`src/rtl/iopx_pkg.sv`:
```
// Constants shared by the port and expansion-bus block and its edge helper.
// Assumes a 100 MHz system clock and an AXI4-Lite register bus with 8-bit byte addresses.
package iopx_pkg;

  // ****************************************************************
  // Geometry
  // ****************************************************************
  localparam int NPORT = 5;
  localparam int PIDX_A = 0;
  localparam int PIDX_B = 1;
  localparam int PIDX_C = 2;
  localparam int PIDX_D = 3;
  localparam int PIDX_F = 4;
  localparam int ADDR_W = 8;
  localparam int SYNC_W = 48;

  // ****************************************************************
  // Positions inside the synchronised input vector
  // ****************************************************************
  localparam int SY_NMI = 40;
  localparam int SY_RISING_IRQ_IN = 41;
  localparam int SY_AN_LO = 42;
  localparam int SY_MODE_LO = 46;
  localparam int SY_C_BASE = 16;
  localparam int SY_D_BASE = 24;
  localparam int C_RX = 1;
  localparam int C_SCK = 2;
  localparam int C_TI = 3;
  localparam int C_CI = 5;

  // ****************************************************************
  // Register map, byte addresses
  // ****************************************************************
  localparam logic [7:0] PORT_STRIDE = 8'h10;
  localparam logic [7:0] OFS_DIR = 8'h00;
  localparam logic [7:0] OFS_OUT = 8'h04;
  localparam logic [7:0] OFS_IN = 8'h08;
  localparam logic [7:0] OFS_CMODE = 8'h0c;
  localparam logic [7:0] ADDR_EXP_CTRL = 8'h50;
  localparam logic [7:0] ADDR_STATUS = 8'h54;
  localparam logic [7:0] ADDR_EDGE = 8'h58;

  // ****************************************************************
  // Reset values and encodings
  // ****************************************************************
  localparam logic [7:0] DIR_RESET = 8'h00;
  localparam logic [7:0] OUT_RESET = 8'h00;
  localparam logic [7:0] CMODE_RESET = 8'h00;
  localparam logic [2:0] EXP_NONE = 3'h0;
  localparam logic [2:0] EXP_256 = 3'h1;
  localparam logic [2:0] EXP_4K = 3'h2;
  localparam logic [2:0] EXP_16K = 3'h3;
  localparam logic [2:0] EXP_60K = 3'h4;
  localparam logic [15:0] ROM_TOP = 16'h0fff;
  localparam logic [15:0] RAM_BASE = 16'hff00;
  localparam logic [1:0] RESP_OKAY = 2'h0;
  localparam logic [1:0] RESP_SLVERR = 2'h2;

  // ****************************************************************
  // Timing
  // ****************************************************************
  localparam int CLK_PERIOD_NS = 10;
  localparam int STROBE_NS = 40;
  localparam int STROBE_CYC = (STROBE_NS + CLK_PERIOD_NS - 1) / CLK_PERIOD_NS;

  typedef enum logic [1:0] {SQ_IDLE, SQ_ADDR, SQ_STROBE, SQ_DONE} iopx_seq_e;

endpackage

```
`src/rtl/iopx_edge_if.sv`:
```
// Carrier between the main block and its synchroniser and edge detector.
// Assumes both ends run on sys_clk.
`timescale 1ns/10ps
interface iopx_edge_if import iopx_pkg::*; ();
  logic [SYNC_W-1:0] raw;
  logic [SYNC_W-1:0] level;
  logic [SYNC_W-1:0] rise;
  logic [SYNC_W-1:0] fall;
  modport src (input raw, output level, rise, fall);
  modport dst (output raw, input level, rise, fall);
endinterface

```
`src/rtl/iopx_sync_edge.sv`:
```
// Two-stage synchroniser and edge detector for every pin input of the block.
// Assumes raw pins are asynchronous to sys_clk; rst is synchronous, active high.
`timescale 1ns/10ps
module iopx_sync_edge import iopx_pkg::*; (
  input wire logic sys_clk,
  input wire logic rst,
  iopx_edge_if.src e
);

  // ****************************************************************
  // Per-bit synchroniser
  // ****************************************************************
  // The chain runs through reset so the straps are seen; edges wait until reset ends.
  genvar i;
  generate
    for (i = 0; i < SYNC_W; i++) begin : g_bit
      logic s1;
      logic s2;
      logic s3;
      always_ff @(posedge sys_clk) begin
        s1 <= e.raw[i];
        s2 <= s1;
        s3 <= s2;
      end
      assign e.level[i] = s2;
      assign e.rise[i] = s2 & ~s3 & ~rst;
      assign e.fall[i] = ~s2 & s3 & ~rst;
    end
  endgenerate

endmodule // iopx_sync_edge

```
`src/rtl/iopx_ports.sv`:
```
// Five pin ports, port C alternate functions, edge inputs and the expansion bus sequencer.
// Assumes an AXI4-Lite master on sys_clk and a core that holds core_req until core_ack.
//
// Implementation choices: the AXI4-Lite register port and the register addresses.
`timescale 1ns/10ps
// What this block does
// - Ports A, B and F are eight three-state lines, each direction set per bit.
// - Reset turns every line of ports A and B into an input.
// - Reset leaves port C in plain mode, all inputs, no alternate function.
// - Each port C line can be switched to serial, timer or counter duty.
// - C0 tx, C1 rx, C2 serial clock, C3 timer/irq2, C4 timer out, C5-7 counter.
// - Serial clock pin is driven only when the internal clock is chosen.
// - Port D has one direction for all eight lines.
// - With expansion on, port D carries multiplexed low address and data.
// - With 4K, 16K or 60K expansion, port F drives high address bits 8-11, 8-13 or 8-15.
// - General lines keep output values latched; input lines are not driven.
// - The upper four analog lines flag falling edges as digital inputs.
// - A falling edge on the nonmaskable input raises its request.
// - A rising edge on interrupt input one raises a request.
// - A falling edge on port C line 3 raises interrupt two.
// - Mode pins then output opcode fetch and I/O-versus-memory flags.
// - Read strobe pulls low for external reads and stays high in reset.
// - Write strobe pulls low with valid write data and stays high in reset.
// - Address latch enable pulses while the low address byte sits on port D.
// - 0-4095 is on-chip ROM, 65280-65535 on-chip RAM, the rest external.
// - Besides single-chip use there are four expansion modes; none keeps D as I/O.
// - 256 B keeps F as I/O; 4K uses F0-3, 16K F0-5, 60K all of F.
module iopx_ports import iopx_pkg::*; (
  input wire logic sys_clk,
  input wire logic rst,
  input wire logic [ADDR_W-1:0] s_axi_awaddr,
  input wire logic s_axi_awvalid,
  output logic s_axi_awready,
  input wire logic [31:0] s_axi_wdata,
  input wire logic [3:0] s_axi_wstrb,
  input wire logic s_axi_wvalid,
  output logic s_axi_wready,
  output logic [1:0] s_axi_bresp,
  output logic s_axi_bvalid,
  input wire logic s_axi_bready,
  input wire logic [ADDR_W-1:0] s_axi_araddr,
  input wire logic s_axi_arvalid,
  output logic s_axi_arready,
  output logic [31:0] s_axi_rdata,
  output logic [1:0] s_axi_rresp,
  output logic s_axi_rvalid,
  input wire logic s_axi_rready,
  input wire logic [7:0] gp_port_first_in,
  output logic [7:0] gp_port_first_out,
  output logic [7:0] gp_port_first_oe,
  input wire logic [7:0] gp_port_second_in,
  output logic [7:0] gp_port_second_out,
  output logic [7:0] gp_port_second_oe,
  input wire logic [7:0] ctrl_port_third_in,
  output logic [7:0] ctrl_port_third_out,
  output logic [7:0] ctrl_port_third_oe,
  input wire logic [7:0] mux_port_fourth_in,
  output logic [7:0] mux_port_fourth_out,
  output logic [7:0] mux_port_fourth_oe,
  input wire logic [7:0] high_addr_port_fifth_in,
  output logic [7:0] high_addr_port_fifth_out,
  output logic [7:0] high_addr_port_fifth_oe,
  input wire logic nmi_n_in,
  input wire logic rising_irq_in,
  input wire logic [3:0] upper_analog_edge_inputs,
  input wire logic mode_sel_hi_in,
  output logic mode_sel_hi_out,
  output logic mode_sel_hi_oe,
  input wire logic mode_sel_lo_in,
  output logic mode_sel_lo_out,
  output logic mode_sel_lo_oe,
  output logic rd_n,
  output logic wr_n,
  output logic ale,
  input wire logic serial_tx,
  output logic serial_rx,
  input wire logic serial_clk_out,
  output logic serial_clk_in,
  input wire logic timer_output_line,
  output logic timer_input_line,
  output logic counter_input_line,
  input wire logic counter_output_zero,
  input wire logic counter_output_one,
  output logic nmi_req,
  output logic irq1_req,
  output logic irq2_req,
  input wire logic core_req,
  input wire logic [15:0] core_addr,
  input wire logic core_we,
  input wire logic core_io,
  input wire logic core_fetch,
  input wire logic [7:0] core_wdata,
  output logic core_ack,
  output logic core_local,
  output logic [7:0] core_rdata
);

  // ****************************************************************
  // Synchronised pins
  // ****************************************************************
  iopx_edge_if eif ();

  assign eif.raw = {mode_sel_hi_in, mode_sel_lo_in, upper_analog_edge_inputs, rising_irq_in,
                    nmi_n_in, high_addr_port_fifth_in, mux_port_fourth_in, ctrl_port_third_in,
                    gp_port_second_in, gp_port_first_in};

  iopx_sync_edge u_sync (
    .sys_clk(sys_clk),
    .rst(rst),
    .e(eif.src)
  );

  // ****************************************************************
  // Decoding
  // ****************************************************************
  // Returns {valid, kind, port}; kind 0 dir, 1 out, 2 in, 3 mode, 4 ctrl, 5 status, 6 edge.
  function automatic logic [6:0] reg_sel(input logic [ADDR_W-1:0] a);
    logic [7:0] ofs;
    logic [2:0] p;
    ofs = a & (PORT_STRIDE - 8'h01);
    p = 3'(a / PORT_STRIDE);
    reg_sel = 7'h00;
    if (a == ADDR_EXP_CTRL) reg_sel = {1'b1, 3'h4, 3'h0};
    else if (a == ADDR_STATUS) reg_sel = {1'b1, 3'h5, 3'h0};
    else if (a == ADDR_EDGE) reg_sel = {1'b1, 3'h6, 3'h0};
    else if (a < 8'(NPORT) * PORT_STRIDE) begin
      if (ofs == OFS_DIR) reg_sel = {1'b1, 3'h0, p};
      else if (ofs == OFS_OUT) reg_sel = {1'b1, 3'h1, p};
      else if (ofs == OFS_IN) reg_sel = {1'b1, 3'h2, p};
      else if (ofs == OFS_CMODE && p == 3'(PIDX_C)) reg_sel = {1'b1, 3'h3, p};
    end
  endfunction

  function automatic logic [7:0] addr_mask(input logic [2:0] sz);
    unique case (sz)
      EXP_4K: addr_mask = 8'h0f;
      EXP_16K: addr_mask = 8'h3f;
      EXP_60K: addr_mask = 8'hff;
      default: addr_mask = 8'h00;
    endcase
  endfunction

  // ****************************************************************
  // Register state
  // ****************************************************************
  logic [7:0] dir_q [NPORT];
  logic [7:0] out_q [NPORT];
  logic [7:0] cmode_q;
  logic [2:0] exp_size;
  logic sck_internal;
  logic [6:0] edge_q;
  logic [1:0] strap;
  logic run;
  logic aw_got;
  logic w_got;
  logic [ADDR_W-1:0] aw_addr;
  logic [7:0] w_byte;
  logic w_en;
  logic do_write;
  logic [6:0] wsel;
  logic [6:0] rsel;
  logic [7:0] next_rbyte;
  logic exp_on;
  logic [7:0] f_mask;
  logic [6:0] edge_set;
  iopx_seq_e seq;
  logic [2:0] cnt;
  logic [15:0] bus_addr;
  logic [7:0] bus_wdata;
  logic bus_we;
  logic bus_io;
  logic bus_fetch;

  assign exp_on = (strap != 2'h0) && (exp_size != EXP_NONE);
  assign f_mask = exp_on ? addr_mask(exp_size) : 8'h00;

  // ****************************************************************
  // AXI4-Lite write channel
  // ****************************************************************
  assign s_axi_awready = ~aw_got & ~s_axi_bvalid;
  assign s_axi_wready = ~w_got & ~s_axi_bvalid;
  assign do_write = aw_got & w_got & ~s_axi_bvalid;
  assign wsel = reg_sel(aw_addr);

  always_ff @(posedge sys_clk) begin
    if (rst) begin
      aw_got <= 1'b0;
      w_got <= 1'b0;
      aw_addr <= '0;
      w_byte <= 8'h00;
      w_en <= 1'b0;
      s_axi_bvalid <= 1'b0;
      s_axi_bresp <= RESP_OKAY;
    end else begin
      if (s_axi_awvalid && s_axi_awready) begin
        aw_got <= 1'b1;
        aw_addr <= s_axi_awaddr;
      end
      if (s_axi_wvalid && s_axi_wready) begin
        w_got <= 1'b1;
        w_byte <= s_axi_wdata[7:0];
        w_en <= s_axi_wstrb[0];
      end
      if (do_write) begin
        aw_got <= 1'b0;
        w_got <= 1'b0;
        s_axi_bvalid <= 1'b1;
        s_axi_bresp <= wsel[6] ? RESP_OKAY : RESP_SLVERR;
      end else if (s_axi_bvalid && s_axi_bready) begin
        s_axi_bvalid <= 1'b0;
      end
    end
  end

  // ****************************************************************
  // Port and control registers
  // ****************************************************************
  // Only byte lane 0 carries register data; other lanes are ignored.
  genvar gp;
  generate
    for (gp = 0; gp < NPORT; gp++) begin : g_port
      always_ff @(posedge sys_clk) begin
        if (rst) begin
          dir_q[gp] <= DIR_RESET;
          out_q[gp] <= OUT_RESET;
        end else if (do_write && w_en && wsel[6] && wsel[2:0] == 3'(gp)) begin
          if (wsel[5:3] == 3'h0) begin
            if (gp == PIDX_D) dir_q[gp] <= {8{w_byte[0]}};
            else dir_q[gp] <= w_byte;
          end
          if (wsel[5:3] == 3'h1) out_q[gp] <= w_byte;
        end
      end
    end
  endgenerate

  always_ff @(posedge sys_clk) begin
    if (rst) begin
      cmode_q <= CMODE_RESET;
      exp_size <= EXP_NONE;
      sck_internal <= 1'b0;
    end else if (do_write && w_en && wsel[6]) begin
      if (wsel[5:3] == 3'h3) cmode_q <= w_byte;
      if (wsel[5:3] == 3'h4) begin
        exp_size <= (w_byte[2:0] > EXP_60K) ? EXP_NONE : w_byte[2:0];
        sck_internal <= w_byte[3];
      end
    end
  end

  // ****************************************************************
  // Edge flags
  // ****************************************************************
  // A flag raised in the same cycle as its clear stays set.
  assign edge_set = {eif.fall[SY_AN_LO + 3:SY_AN_LO],
                     eif.fall[SY_C_BASE + C_TI] & cmode_q[C_TI],
                     eif.rise[SY_RISING_IRQ_IN],
                     eif.fall[SY_NMI]};

  always_ff @(posedge sys_clk) begin
    if (rst) begin
      edge_q <= 7'h00;
    end else if (do_write && w_en && wsel[6] && wsel[5:3] == 3'h6) begin
      edge_q <= (edge_q & ~w_byte[6:0]) | edge_set;
    end else begin
      edge_q <= edge_q | edge_set;
    end
  end

  assign nmi_req = edge_set[0];
  assign irq1_req = edge_set[1];
  assign irq2_req = edge_set[2];

  // ****************************************************************
  // AXI4-Lite read channel
  // ****************************************************************
  assign s_axi_arready = ~s_axi_rvalid;
  assign rsel = reg_sel(s_axi_araddr);

  always_comb begin
    next_rbyte = 8'h00;
    unique case (rsel[5:3])
      3'h0: next_rbyte = dir_q[rsel[2:0]];
      3'h1: next_rbyte = out_q[rsel[2:0]];
      3'h2: next_rbyte = eif.level[rsel[2:0] * 8 +: 8];
      3'h3: next_rbyte = cmode_q;
      3'h4: next_rbyte = {4'h0, sck_internal, exp_size};
      3'h5: next_rbyte = {4'h0, seq != SQ_IDLE, exp_on, strap};
      3'h6: next_rbyte = {1'b0, edge_q};
      default: next_rbyte = 8'h00;
    endcase
  end

  always_ff @(posedge sys_clk) begin
    if (rst) begin
      s_axi_rvalid <= 1'b0;
      s_axi_rdata <= 32'h0000_0000;
      s_axi_rresp <= RESP_OKAY;
    end else if (s_axi_arvalid && s_axi_arready) begin
      s_axi_rvalid <= 1'b1;
      s_axi_rdata <= {24'h00_0000, rsel[6] ? next_rbyte : 8'h00};
      s_axi_rresp <= rsel[6] ? RESP_OKAY : RESP_SLVERR;
    end else if (s_axi_rready) begin
      s_axi_rvalid <= 1'b0;
    end
  end

  // ****************************************************************
  // Mode straps
  // ****************************************************************
  // The straps are caught on every reset edge, so the last value before release counts.
  always_ff @(posedge sys_clk) begin
    if (rst) begin
      strap <= eif.level[SY_MODE_LO +: 2];
      run <= 1'b0;
    end else begin
      run <= 1'b1;
    end
  end

  assign mode_sel_hi_oe = run;
  assign mode_sel_lo_oe = run;

  // ****************************************************************
  // Expansion bus sequencer
  // ****************************************************************
  // The strobe lasts several cycles so read data passes the pin synchroniser first.
  always_ff @(posedge sys_clk) begin
    if (rst) begin
      seq <= SQ_IDLE;
      cnt <= 3'h0;
      bus_addr <= 16'h0000;
      bus_wdata <= 8'h00;
      bus_we <= 1'b0;
      bus_io <= 1'b0;
      bus_fetch <= 1'b0;
      ale <= 1'b0;
      rd_n <= 1'b1;
      wr_n <= 1'b1;
      core_ack <= 1'b0;
      core_local <= 1'b0;
      core_rdata <= 8'h00;
    end else begin
      core_ack <= 1'b0;
      unique case (seq)
        SQ_IDLE: begin
          // The edge that shows the acknowledge still sees the old request; it starts nothing.
          if (core_req && !core_ack) begin
            bus_addr <= core_addr;
            bus_wdata <= core_wdata;
            bus_we <= core_we;
            bus_io <= core_io;
            bus_fetch <= core_fetch;
            if (!exp_on || (!core_io && (core_addr <= ROM_TOP || core_addr >= RAM_BASE))) begin
              core_local <= 1'b1;
              seq <= SQ_DONE;
            end else begin
              core_local <= 1'b0;
              ale <= 1'b1;
              seq <= SQ_ADDR;
            end
          end
        end
        SQ_ADDR: begin
          ale <= 1'b0;
          cnt <= 3'(STROBE_CYC - 1);
          rd_n <= bus_we;
          wr_n <= ~bus_we;
          seq <= SQ_STROBE;
        end
        SQ_STROBE: begin
          if (cnt == 3'h0) begin
            rd_n <= 1'b1;
            wr_n <= 1'b1;
            if (!bus_we) core_rdata <= eif.level[SY_D_BASE +: 8];
            seq <= SQ_DONE;
          end else begin
            cnt <= cnt - 3'h1;
          end
        end
        SQ_DONE: begin
          core_ack <= 1'b1;
          seq <= SQ_IDLE;
        end
        default: seq <= SQ_IDLE;
      endcase
    end
  end

  assign mode_sel_hi_out = bus_fetch & (seq != SQ_IDLE);
  assign mode_sel_lo_out = bus_io & (seq != SQ_IDLE);

  // ****************************************************************
  // Pin drive
  // ****************************************************************
  assign gp_port_first_out = out_q[PIDX_A];
  assign gp_port_first_oe = dir_q[PIDX_A];
  assign gp_port_second_out = out_q[PIDX_B];
  assign gp_port_second_oe = dir_q[PIDX_B];

  // Alternate outputs take the line over; alternate inputs leave it undriven.
  assign ctrl_port_third_out = (out_q[PIDX_C] & ~cmode_q) | (cmode_q & {counter_output_one,
                               counter_output_zero, 1'b0, timer_output_line, 1'b0,
                               serial_clk_out, 1'b0, serial_tx});
  assign ctrl_port_third_oe = (dir_q[PIDX_C] & ~cmode_q) | (cmode_q & {3'b110, 1'b1, 1'b0,
                              sck_internal, 2'b01});
  assign serial_rx = eif.level[SY_C_BASE + C_RX];
  assign serial_clk_in = eif.level[SY_C_BASE + C_SCK];
  assign timer_input_line = eif.level[SY_C_BASE + C_TI];
  assign counter_input_line = eif.level[SY_C_BASE + C_CI];

  // During a cycle the low byte goes out with the latch pulse, then write data.
  assign mux_port_fourth_out = !exp_on ? out_q[PIDX_D] :
                               (seq == SQ_ADDR || ale) ? bus_addr[7:0] : bus_wdata;
  assign mux_port_fourth_oe = !exp_on ? dir_q[PIDX_D] :
                              {8{ale | (seq == SQ_ADDR) | ~wr_n}};

  assign high_addr_port_fifth_out = (bus_addr[15:8] & f_mask) | (out_q[PIDX_F] & ~f_mask);
  assign high_addr_port_fifth_oe = f_mask | dir_q[PIDX_F];

endmodule // iopx_ports

```
`config.mk`:
```
export PLATFORM = sky130hd
export DESIGN_NAME = iopx_ports
export DESIGN_NICKNAME = d
export VERILOG_FILES = /design/src/rtl/iopx_pkg.sv /design/src/rtl/iopx_edge_if.sv /design/src/rtl/iopx_sync_edge.sv /design/src/rtl/iopx_ports.sv
export SDC_FILE = /design/constraint.sdc
export NUM_CORES = 1
export LEC_CHECK = 0
export BUFFER_PORTS_ARGS = -buffer_cell sky130_fd_sc_hd__buf_4
export CORE_MARGIN = 1
export CORE_UTILIZATION = 35
export CTS_BUF_LIST = sky130_fd_sc_hd__clkbuf_4
export CTS_CLUSTER_DIAMETER = 120
export DETAILED_ROUTE_END_ITERATION = 10
export GPL_TIMING_DRIVEN = 0
export MAX_ROUTING_LAYER = met4
export PLACE_DENSITY = 0.6
export SLEW_MARGIN = 0
export SYNTH_ARGS = -nofsm -noshare
export SYNTH_HDL_FRONTEND = slang
export SYNTH_HIERARCHICAL = 1
export SYNTH_SLANG_ARGS = --single-unit
```
`constraint.sdc`:
```
create_clock -name sys_clk -period 4 [get_ports sys_clk]
set_clock_uncertainty 0.05 [all_clocks]
set_input_delay 0.4 -clock sys_clk [delete_from_list [all_inputs] [get_ports sys_clk]]
set_output_delay 0.4 -clock sys_clk [all_outputs]
set_load 0.02 [all_outputs]
```
==> summary.md, run 1 <==
| Metric | Value |
|---|---|
| Post-Place Worst Slack | `~0.89 ns` |
| Cell area power density | `~450 mW/mm2` |
| Worst Setup Slack, final | `0.565 ns` |
| Post-Route WL | `39200 um` |
| Total Neg Setup Slack | `0 ns` |
| Core area | `0.0317 mm2` |
| Signal arrival time at the worst endpoint | `2.98 ns` |
| Tightest Hold Check Type | `input port to flip-flop` |
| Critical Path Sink Type | `output port` |
| Pin count of the biggest net entering global routing | `13` |
| Die Span Y | `around 180 um` |
| Vias in the first global route | `just under 10000` |
| Longest Clk Path Bufs | `3` |
| Violated checks | `max-capacitance violations` |
| Max-capacitance violation count | `1` |
| Horizontal die dimension | `182 um` |
| Critical register-to-register path endpoint | `out_q[1][2]` |
| Slew at the pin closest to its max-slew limit | `1.46 ns` |
| Detailed placement HPWL | `29200 um` |
| Routed via count divided by cell count | `4.95` |
| Final Net Count | `roughly 1700` |
| Num rows | `65` |
| Syn Inst Count | `1143` |
| Clock insertion delay at the later pin of the skew report | `0.71 ns` |
| Critical-path maximum fanout | `9` |
| Total global routing track utilization | `0.241` |
| Most common cell after layout, fill and taps aside | `sky130_fd_sc_hd__buf_4` |
| Fin crit period | `3.43 ns` |
| Relative slew slack | `0.0161` |
| Count of final max-slew check failures | `0` |
| Kind of critical path | `flip-flop to output port` |
| Synth-to-Final Area Change | `38.1%` |
| F_max | `291 MHz` |
| DRC viols | `0` |
| Number of hold-slack violations in the final timing report | `0` |
| Worst Setup Start Kind | `flip-flop` |
| Die outline area | `about 0.033 mm2` |
| Critical path required time | `3.55 ns` |
| Unrepaired setup endpoints after global routing | `no` |
| Clk slew on worst S/H paths | `0.06 ns` |
| Outcome | `finished, violations left` |
| Avg Synthesized Cell Area | `9.91 um2` |
| Source of the worst register-to-register timing path | `aw_addr[5]` |
| Worst reg-to-reg path cell count | `6` |
| Number of CTS-inserted buffers | `75` |
| Remaining global-route overflow | `0` |
| Worst vdd rail ir drop | `~190 uV` |
| Htree depth | `3` |
| Wirelength per Cell | `~19 um` |
| Antenna violation net count after detailed routing | `0` |
| Starting density of the core | `0.357` |
| Post-CTS Repair Setup Buffers | `0` |
| RePlAce Congestion | `around 0.92` |
| Netlist area before placement | `0.0113 mm2` |
| Count of vias placed by the detailed router | `10070` |
| Number of antenna violations at the first check in global routing | `1` |
| Worst Setup SP | `seq[1]` |
| Layout cell share with drive strength beyond 1 | `0.303` |
| Cell at the root of the clock tree | `sky130_fd_sc_hd__clkbuf_4` |
| Count of pins on the block boundary | `285` |
| Highest-count cells in the layout ignoring fill and taps | `sky130_fd_sc_hd__buf_4, sky130_fd_sc_hd__dfxtp_1, sky130_fd_sc_hd__nand2_1` |
| Drt first pass iters | `9` |
| Fill cell total of the finished layout | `3037` |
| Sequential Area | `0.00624 mm2` |
| Starting DRC count in detailed routing | `866` |
| Number of synthesis warnings | `6` |
| Area occupied by multi-input gates | `0.00431 mm2` |
| CTS tree | `yes` |
| TritonCTS Sinks | `roughly 270` |
| Wire length of the first global-routing pass | `57300 um` |
| Final setup vio count | `0` |
| Leak Pwr | `6.67 nW` |
| Fraction of the cycle the final worst path needs | `0.859` |
| IO Port Bufs | `230` |
| Capturing element of the worst setup path | `mux_port_fourth_oe[2]` |
| Register-to-register setup slack | `1.00 ns` |
-- layer usage --
metal	vias up	global-route usage	share of wire	wire, um
li1	4779	-	-	-
met1	4701	0.307	0.43	17000
met2	518	0.371	0.45	17700
met3	72	0.0535	0.086	3370
met4	0	0.0921	0.028	1100
met5	-	-	0	0
-- critical path, cell delays in order (launching register included) --
cell and delay [ns]:
sky130_fd_sc_hd__dfxtp_1 0.35, sky130_fd_sc_hd__inv_1 0.09, sky130_fd_sc_hd__ha_1 0.25, sky130_fd_sc_hd__nor2_1 0.81
sky130_fd_sc_hd__a21oi_1 0.16, sky130_fd_sc_hd__a21o_1 0.32, sky130_fd_sc_hd__buf_4 0.18, sky130_fd_sc_hd__buf_4 0.15
-- final cells by class --
| class | instances | share of cell area |
|---|---|---|
| Antenna cell | 1 | 0.000160 |
| Buffer | 135 | 0.0536 |
| Clock buffer | 118 | 0.0566 |
| Clock inverter | 16 | 0.00728 |
| Inverter | 14 | 0.00336 |
| Multi-Input combinational cell | 745 | 0.275 |
| Sequential cell | 274 | 0.398 |
| Tap cell | 402 | 0.0321 |
| Timing Repair Buffer | 329 | 0.173 |
-- flip-flops by register name, summed over array words and instances (netlist names), 16 cells and up --
| register | flops |
|---|---|
| dir_q | 33 |
| u_sync/g_bit.s2 | 48 |
| u_sync/g_bit.s1 | 48 |
| bus_addr | 16 |
| out_q | 40 |
-- how the worst min path moves through the flow --
stage,startpoint,to,slack [ns],cells past startpoint
final,s_axi_awvalid,aw_got,0.15,3
after CTS,s_axi_awvalid,aw_got,0.09,3
after global routing,s_axi_awvalid,aw_addr[1],0.17,4
after detailed placement,u_sync/g_bit[8].s1,u_sync/g_bit[8].s2,0.26,0
after global placement,u_sync/g_bit[21].s1,u_sync/g_bit[21].s2,0.26,0
after floorplan,u_sync/g_bit[0].s1,u_sync/g_bit[0].s2,0.26,0
-- stage by stage --
step	cell area, um2	hold WS, ns	util	cells	power (mW)
finish	15700	0.150	0.493	2034	6.99
global route	15700	0.166	0.493	2034	7.35
CTS	15600	0.0921	0.493	2032	7.06
detailed placement	13700	0.263	0.431	1801	4.38
global placement	13700	0.261	0.430	1800	4.35
floorplan	11400	0.260	-	1168	3.92
-- power by group --
part	internal, mW	switching (mW)	total [mW]
clock	1.41	1.18	2.59
combinational	0.532	0.696	1.23
sequential	3.05	0.124	3.18
total	5.00	2.00	6.99
-- repair_timing --
action                                 4_1_cts  5_1_grt
endpoints found under the hold margin       97        0
resized for setup                            0        0
hold buffers                                97        0
setup endpoints to repair                    0        0
No activity file was read; power rests on OpenSTA's default activity.
==> run 2: changes to the inputs <==
CORE_ASPECT_RATIO = 1.4   (was default)
PLACE_DENSITY = 0.62   (was 0.6)
SYNTH_HIERARCHICAL = default   (was 1)
==> summary.md, run 2 <==
| Metric | Value |
|---|---|
| Wire length of the first global-routing pass | `around 55000 um` |
| Drt first pass iters | `5` |
| Cell at the root of the clock tree | `sky130_fd_sc_hd__clkbuf_4` |
| Htree depth | `3` |
| Detailed placement HPWL | `28100 um` |
| Number of antenna violations at the first check in global routing | `2` |
| Worst vdd rail ir drop | `roughly 220 uV` |
| Fin crit period | `3.43 ns` |
| Leak Pwr | `around 6.3 nW` |
| Starting DRC count in detailed routing | `around 670` |
| Wirelength per Cell | `19.4 um` |
| Post-synth cell types | `77` |
| Max-capacitance violation count | `0` |
| Critical path required time | `3.55 ns` |
| Synth-to-Final Area Change | `38.7%` |
| Final Net Count | `1655` |
| Pin count of the biggest net entering global routing | `11` |
| Cell area power density | `454 mW/mm2` |
| Slew at the pin closest to its max-slew limit | `~1.3 ns` |
| Netlist area before placement | `about 0.011 mm2` |
| Worst reg-to-reg path cell count | `6` |
| Register-to-register setup slack | `roughly 0.77 ns` |
| Number of CTS-inserted buffers | `a little over 70` |
| Source of the worst register-to-register timing path | `aw_addr[6]` |
| Resized Gates After CTS | `0` |
| Die Span Y | `211 um` |
| Syn Inst Count | `1086` |
| RePlAce Congestion | `0.919` |
| Inst Count DP | `1730` |
| Global-route met2 utilization | `0.413` |
| Layout cell share with drive strength beyond 1 | `0.279` |
| Avg Synthesized Cell Area | `~10 um2` |
| Cell Chain, Critical Path | `inv_1, ha_1, nor2_1, a21oi_1, a21o_1, buf_4, buf_4` |
| Most frequently used cell type in the post-synthesis netlist | `sky130_fd_sc_hd__dfxtp_1` |
| Fill cell total of the finished layout | `2891` |
| Critical Path Sink Type | `output port` |
| Horizontal die dimension | `151 um` |
| Signal arrival time at the worst endpoint | `2.98 ns` |
| Outcome | `finished, final reports clean` |
| Post-CTS Repair Setup Buffers | `0` |
| Registers with the most flip-flops | `u_sync.g_bit.s1: 48 flops, u_sync.g_bit.s2: 48 flops, out_q: 40 flops` |
| Clock insertion delay at the later pin of the skew report | `between 0.7 and 0.8 ns` |
| Total global routing track utilization | `0.245` |
| TritonCTS Sinks | `274` |
| Dominant register cell in the synthesized netlist | `sky130_fd_sc_hd__dfxtp_1` |
| Die outline area | `around 0.032 mm2` |
| Hold path depth | `3` |
| Number of synthesis warnings | `0` |
| Total Neg Setup Slack | `0 ns` |
| Highest-count cells in the layout ignoring fill and taps | `sky130_fd_sc_hd__buf_4, sky130_fd_sc_hd__dfxtp_1, sky130_fd_sc_hd__nand2_1` |
| Fraction of the cycle the final worst path needs | `0.857` |
| Kind of critical path | `flip-flop to output port` |
| Post-Route WL | `37900 um` |
| Cell with the largest stage delay on the worst path | `sky130_fd_sc_hd__nor2_1` |
| Tightest Hold Check Type | `input port to flip-flop` |
| Unrepaired setup endpoints after global routing | `no` |
| Number of flops mapped to enable cells by yosys | `75` |
| Most frequent cell on the critical path | `sky130_fd_sc_hd__buf_4` |
| Worst stage delay on the critical path | `0.81 ns` |
| Count of vias placed by the detailed router | `~10000` |
| Antenna violation net count after detailed routing | `0` |
| Critical-path maximum fanout | `9` |
| Starting density of the core | `0.354` |
| Share of synthesized registers carrying an async set or reset | `0` |
| Count of final max-slew check failures | `0` |
| Post-route insts no fill | `1952` |
| Synth top cells by count | `sky130_fd_sc_hd__dfxtp_1, sky130_fd_sc_hd__nand2_1, sky130_fd_sc_hd__a21oi_1` |
| Final setup vio count | `0` |
| Post-synthesis sequential area ratio | `0.573` |
| Clk slew on worst S/H paths | `0.06 ns` |
| Worst Min Path Start | `s_axi_awvalid` |
| Routed via count divided by cell count | `5.01` |
| Vias in the first global route | `9659` |
| Longest Clk Path Bufs | `3` |
| Post-synthesis cell type with the largest combined area | `sky130_fd_sc_hd__dfxtp_1` |
| Core area | `0.0307 mm2` |
| Count of pins on the block boundary | `285` |
| CTS tree | `yes` |
| Top cells by area, synth | `sky130_fd_sc_hd__dfxtp_1, sky130_fd_sc_hd__edfxtp_1, sky130_fd_sc_hd__nand2_1` |
| Most common cell after layout, fill and taps aside | `sky130_fd_sc_hd__buf_4` |
| DRC viols | `0` |
| Critical register-to-register path endpoint | `dir_q[0][3]` |
| Kind of cell adding the most delay to the critical path | `simple AND/OR/NAND/NOR gates` |
| Worst Hold Path EP | `aw_got` |
| Proportion of netlist area held by the largest area contributor | `0.366` |
| Number of hold-slack violations in the final timing report | `0` |
| WP buf/inv | `3` |
| Worst Setup Start Kind | `flip-flop` |
| Num rows | `76` |
| Remaining global-route overflow | `0` |
| Number of flip-flops and latches in the synthesized netlist | `274` |
| Met3 demand-to-capacity share in global routing | `0.0416` |
| IO Port Bufs | `229` |
| Global route hottest layer | `met2` |
| Global routing usage on met1 | `0.266` |
| F_max | `292 MHz` |
| Relative slew slack | `0.0988` |
==> run 2: routing by layer <==
metal  part of all wire  vias up  routed length (um)
li1                   -     4640                   -
met1               0.38     4594               14300
met2               0.51      438               19400
met3              0.060      105                2270
met4              0.053        0                2020
met5                  0        -                   0
==> run 2: cell families after synthesis <==
kind of cell,Yosys count,synth area share
AND/OR/NAND/NOR,432,0.193
flip-flops,274,0.573
AO/OA/AOI/OAI,208,0.120
buffers and inverters,114,0.0553
multiplexers,51,0.0517
adder cells (fa/ha/maj),6,0.00690
other,1,0.000345
==> run 2: how the worst max path moves through the flow <==
stage / cells past startpoint / slack [ns] / end / from
final: 7 / 0.57 / mux_port_fourth_oe[3] / seq[1]
after global routing: 7 / 0.41 / mux_port_fourth_oe[3] / seq[1]
after CTS: 7 / 0.52 / mux_port_fourth_oe[3] / seq[1]
after detailed placement: 8 / 0.77 / s_axi_rdata[3] / s_axi_araddr[2]
after global placement: 8 / 0.78 / s_axi_rdata[3] / s_axi_araddr[2]
after floorplan: 6 / 1.64 / dir_q[0][0] / aw_addr[6]
==> run 2: worst reg2reg max path: stages, from the launching register on <==
cell and delay, ns:
sky130_fd_sc_hd__dfxtp_1 0.29, sky130_fd_sc_hd__clkbuf_1 0.19, sky130_fd_sc_hd__a2111oi_2 0.62, sky130_fd_sc_hd__a21boi_0 0.49
sky130_fd_sc_hd__inv_1 0.08, sky130_fd_sc_hd__o22ai_1 0.47, sky130_fd_sc_hd__o21ai_0 0.58
==> run 2: final cells by class <==
type,instances,area [um2],area share
Clock inverter,14,114,0.00755
Antenna cell,2,5.00,0.000332
Sequential cell,274,6240,0.413
Multi-Input combinational cell,723,4130,0.274
Inverter,22,82.6,0.00548
Clock buffer,110,826,0.0548
Timing Repair Buffer,325,2680,0.178
Tap cell,390,488,0.0324
Buffer,92,519,0.0344
==> run 2: stage by stage <==
stage          setup slack (ns)  utilization  instance area [um2]  power (mW)  hold slack [ns]
6_report                  0.572        0.491                15100        6.84            0.106
5_1_grt                   0.407        0.491                15100        7.16            0.130
4_1_cts                   0.516        0.491                15100        6.88           0.0670
3_5_place_dp              0.765        0.429                13200        4.29            0.262
3_3_place_gp              0.778        0.429                13200        4.27            0.260
2_1_floorplan              1.64            -                11000        3.85            0.260
==> run 2: report_power, final <==
part / total [mW] / internal [mW] / leakage (nW) / switching [mW]
Clock: 2.52 / 1.38 / 0.554 / 1.15
Combinational: 1.14 / 0.479 / 3.35 / 0.663
Sequential: 3.18 / 3.05 / 2.43 / 0.128
==> run 2: repair_timing <==
action | 4_1_cts | 5_1_grt
setup endpoints to repair | 0 | 0
hold endpoints to repair | 96 | 0
hold buffers | 96 | 0
==> run 3: changes to the inputs <==
PLACE_DENSITY = 0.6   (was 0.62)
SYNTH_HIERARCHICAL = 1   (was default)
==> summary.md, run 3 (synthesis results as in run 1) <==
| Metric | Value |
|---|---|
| Remaining global-route overflow | `0` |
| Horizontal die dimension | `154 um` |
| Post-Place Worst Slack | `0.597 ns` |
| P_int | `4.94 mW` |
| Cell at the root of the clock tree | `sky130_fd_sc_hd__clkbuf_4` |
| Leak Pwr | `6.62 nW` |
| Registers with the most flip-flops | `u_sync/g_bit.s1: 48 flops, u_sync/g_bit.s2: 48 flops, out_q: 40 flops` |
| Worst Setup Slack, final | `0.594 ns` |
| Outcome | `finished, final reports clean` |
| Drt first pass iters | `5` |
| Total global routing track utilization | `0.248` |
| Routed via count divided by cell count | `4.93` |
| Cell area power density | `approximately 450 mW/mm2` |
| Highest-count cells in the layout ignoring fill and taps | `sky130_fd_sc_hd__buf_4, sky130_fd_sc_hd__dfxtp_1, sky130_fd_sc_hd__nand2_1` |
| Fraction of the cycle the final worst path needs | `0.852` |
| Critical Path Sink Type | `output port` |
| Slew at the pin closest to its max-slew limit | `1.34 ns` |
| Relative slew slack | `0.0915` |
| Sequential Area | `a little over 0.006 mm2` |
| Count of final max-slew check failures | `0` |
| Part of the power in the clock network | `0.363` |
| Number of antenna violations at the first check in global routing | `2` |
| Fill cell total of the finished layout | `3040` |
| Critical path required time | `3.55 ns` |
| DRC viols | `0` |
| Max-capacitance violation count | `0` |
| Die outline area | `0.0331 mm2` |
| Starting density of the core | `0.357` |
| Part of the total power dissipated in combinational logic | `0.179` |
| Die Span Y | `215 um` |
| Worst vdd rail ir drop | `228 uV` |
| Total Neg Setup Slack | `0 ns` |
| Critical-path maximum fanout | `9` |
| Layout cell share with drive strength beyond 1 | `0.296` |
| Kind of critical path | `flip-flop to output port` |
| Design Power | `6.94 mW` |
| Tightest Hold Check Type | `input port to flip-flop` |
| CTS tree | `yes` |
| Synth-to-Final Area Change | `37.4%` |
| IO Port Bufs | `230` |
| Detailed placement HPWL | `30000 um` |
| Core area | `about 0.032 mm2` |
| Number of hold-slack violations in the final timing report | `0` |
| Area occupied by multi-input gates | `between 0.004 and 0.005 mm2` |
| RePlAce Congestion | `0.941` |
| Num rows | `77` |
| Final Net Count | `1719` |
| Flop pwr share | `0.458` |
| Pin count of the biggest net entering global routing | `11` |
| Vias in the first global route | `~10000` |
| Clk slew on worst S/H paths | `0.06 ns` |
| Number of CTS-inserted buffers | `74` |
| Htree depth | `3` |
| Count of pins on the block boundary | `285` |
| Worst Setup Start Kind | `flip-flop` |
| Wirelength per Cell | `~20 um` |
| Post-Route WL | `between 30000 and 40000 um` |
| Final setup vio count | `0` |
| F_max | `294 MHz` |
| TritonCTS Sinks | `274` |
| Longest Clk Path Bufs | `3` |
| Starting DRC count in detailed routing | `approximately 620` |
| Unrepaired setup endpoints after global routing | `no` |
| Antenna violation net count after detailed routing | `0` |
| Wire length of the first global-routing pass | `between 50000 and 60000 um` |
| Most common cell after layout, fill and taps aside | `sky130_fd_sc_hd__buf_4` |
| Clock insertion delay at the later pin of the skew report | `0.72 ns` |
| Signal arrival time at the worst endpoint | `2.96 ns` |
| Fin crit period | `3.41 ns` |
| Power dissipated by switching net loads | `2.00 mW` |
| Count of vias placed by the detailed router | `approximately 10000` |
| Post-CTS Repair Setup Buffers | `0` |
| Fraction of power spent switching nets | `0.289` |
## run 3: worst max-delay path, cell delays in order, from the launching register on
cell and delay [ns]:
sky130_fd_sc_hd__dfxtp_1 0.35, sky130_fd_sc_hd__inv_1 0.08, sky130_fd_sc_hd__ha_1 0.24, sky130_fd_sc_hd__nor2_1 0.80, sky130_fd_sc_hd__a21oi_1 0.16, sky130_fd_sc_hd__a21o_1 0.31, sky130_fd_sc_hd__buf_4 0.18, sky130_fd_sc_hd__buf_4 0.15
## run 3: path summary, 6_finish.rpt
kind	startpoint	endpoint	slack, ns	depth (start not counted)
worst max-delay path	seq[1]	mux_port_fourth_oe[7]	0.59	7
worst min-delay path	s_axi_awvalid	aw_addr[2]	0.12	4
worst max register to register	aw_addr[5]	out_q[1][1]	1.10	4
worst min register to register	u_sync/g_bit[10].s1	u_sync/g_bit[10].s2	0.25	0
## run 3: final cells by class
class / count / share of cell area
inverters: 14 / 0.00338
repair buffers: 329 / 0.174
flip-flops and latches: 274 / 0.401
well taps: 395 / 0.0317
plain buffers: 135 / 0.0538
diodes: 2 / 0.000321
clock inverters: 18 / 0.00796
multi-input cells: 745 / 0.276
clock buffers: 107 / 0.0516
## run 3: what timing repair did
action,4_1_cts,5_1_grt
hold buffers,97,0
setup endpoints to repair,0,0
resized for setup,0,0
endpoints found under the hold margin,97,0
## run 3: power by group through the flow
stage	Combinational, mW	Clock (mW)	Sequential, mW
after floorplan	0.685	0	3.24
after global placement	1.14	0	3.23
after detailed placement	1.15	0	3.24
after CTS	1.23	2.59	3.18
after global routing	1.35	2.74	3.20
final	1.24	2.52	3.18
## run 3: metrics by stage
step,util,hold slack (ns),std cells,area [um2]
after detailed placement,0.431,0.263,1793,13600
after CTS,0.490,0.0647,2015,15500
final,0.491,0.122,2019,15600
after global routing,0.491,0.0973,2019,15600
after floorplan,-,0.260,1168,11400
after global placement,0.431,0.260,1793,13600
## run 3: metal layers
layer | wire length (um) | GRT usage | part of all wire | vias up
li1 | - | - | - | 4793
met1 | 15500 | 0.269 | 0.39 | 4689
met2 | 20500 | 0.433 | 0.51 | 385
met3 | 2320 | 0.0476 | 0.058 | 96
met4 | 1620 | 0.115 | 0.041 | 0
met5 | 0 | - | 0 | -
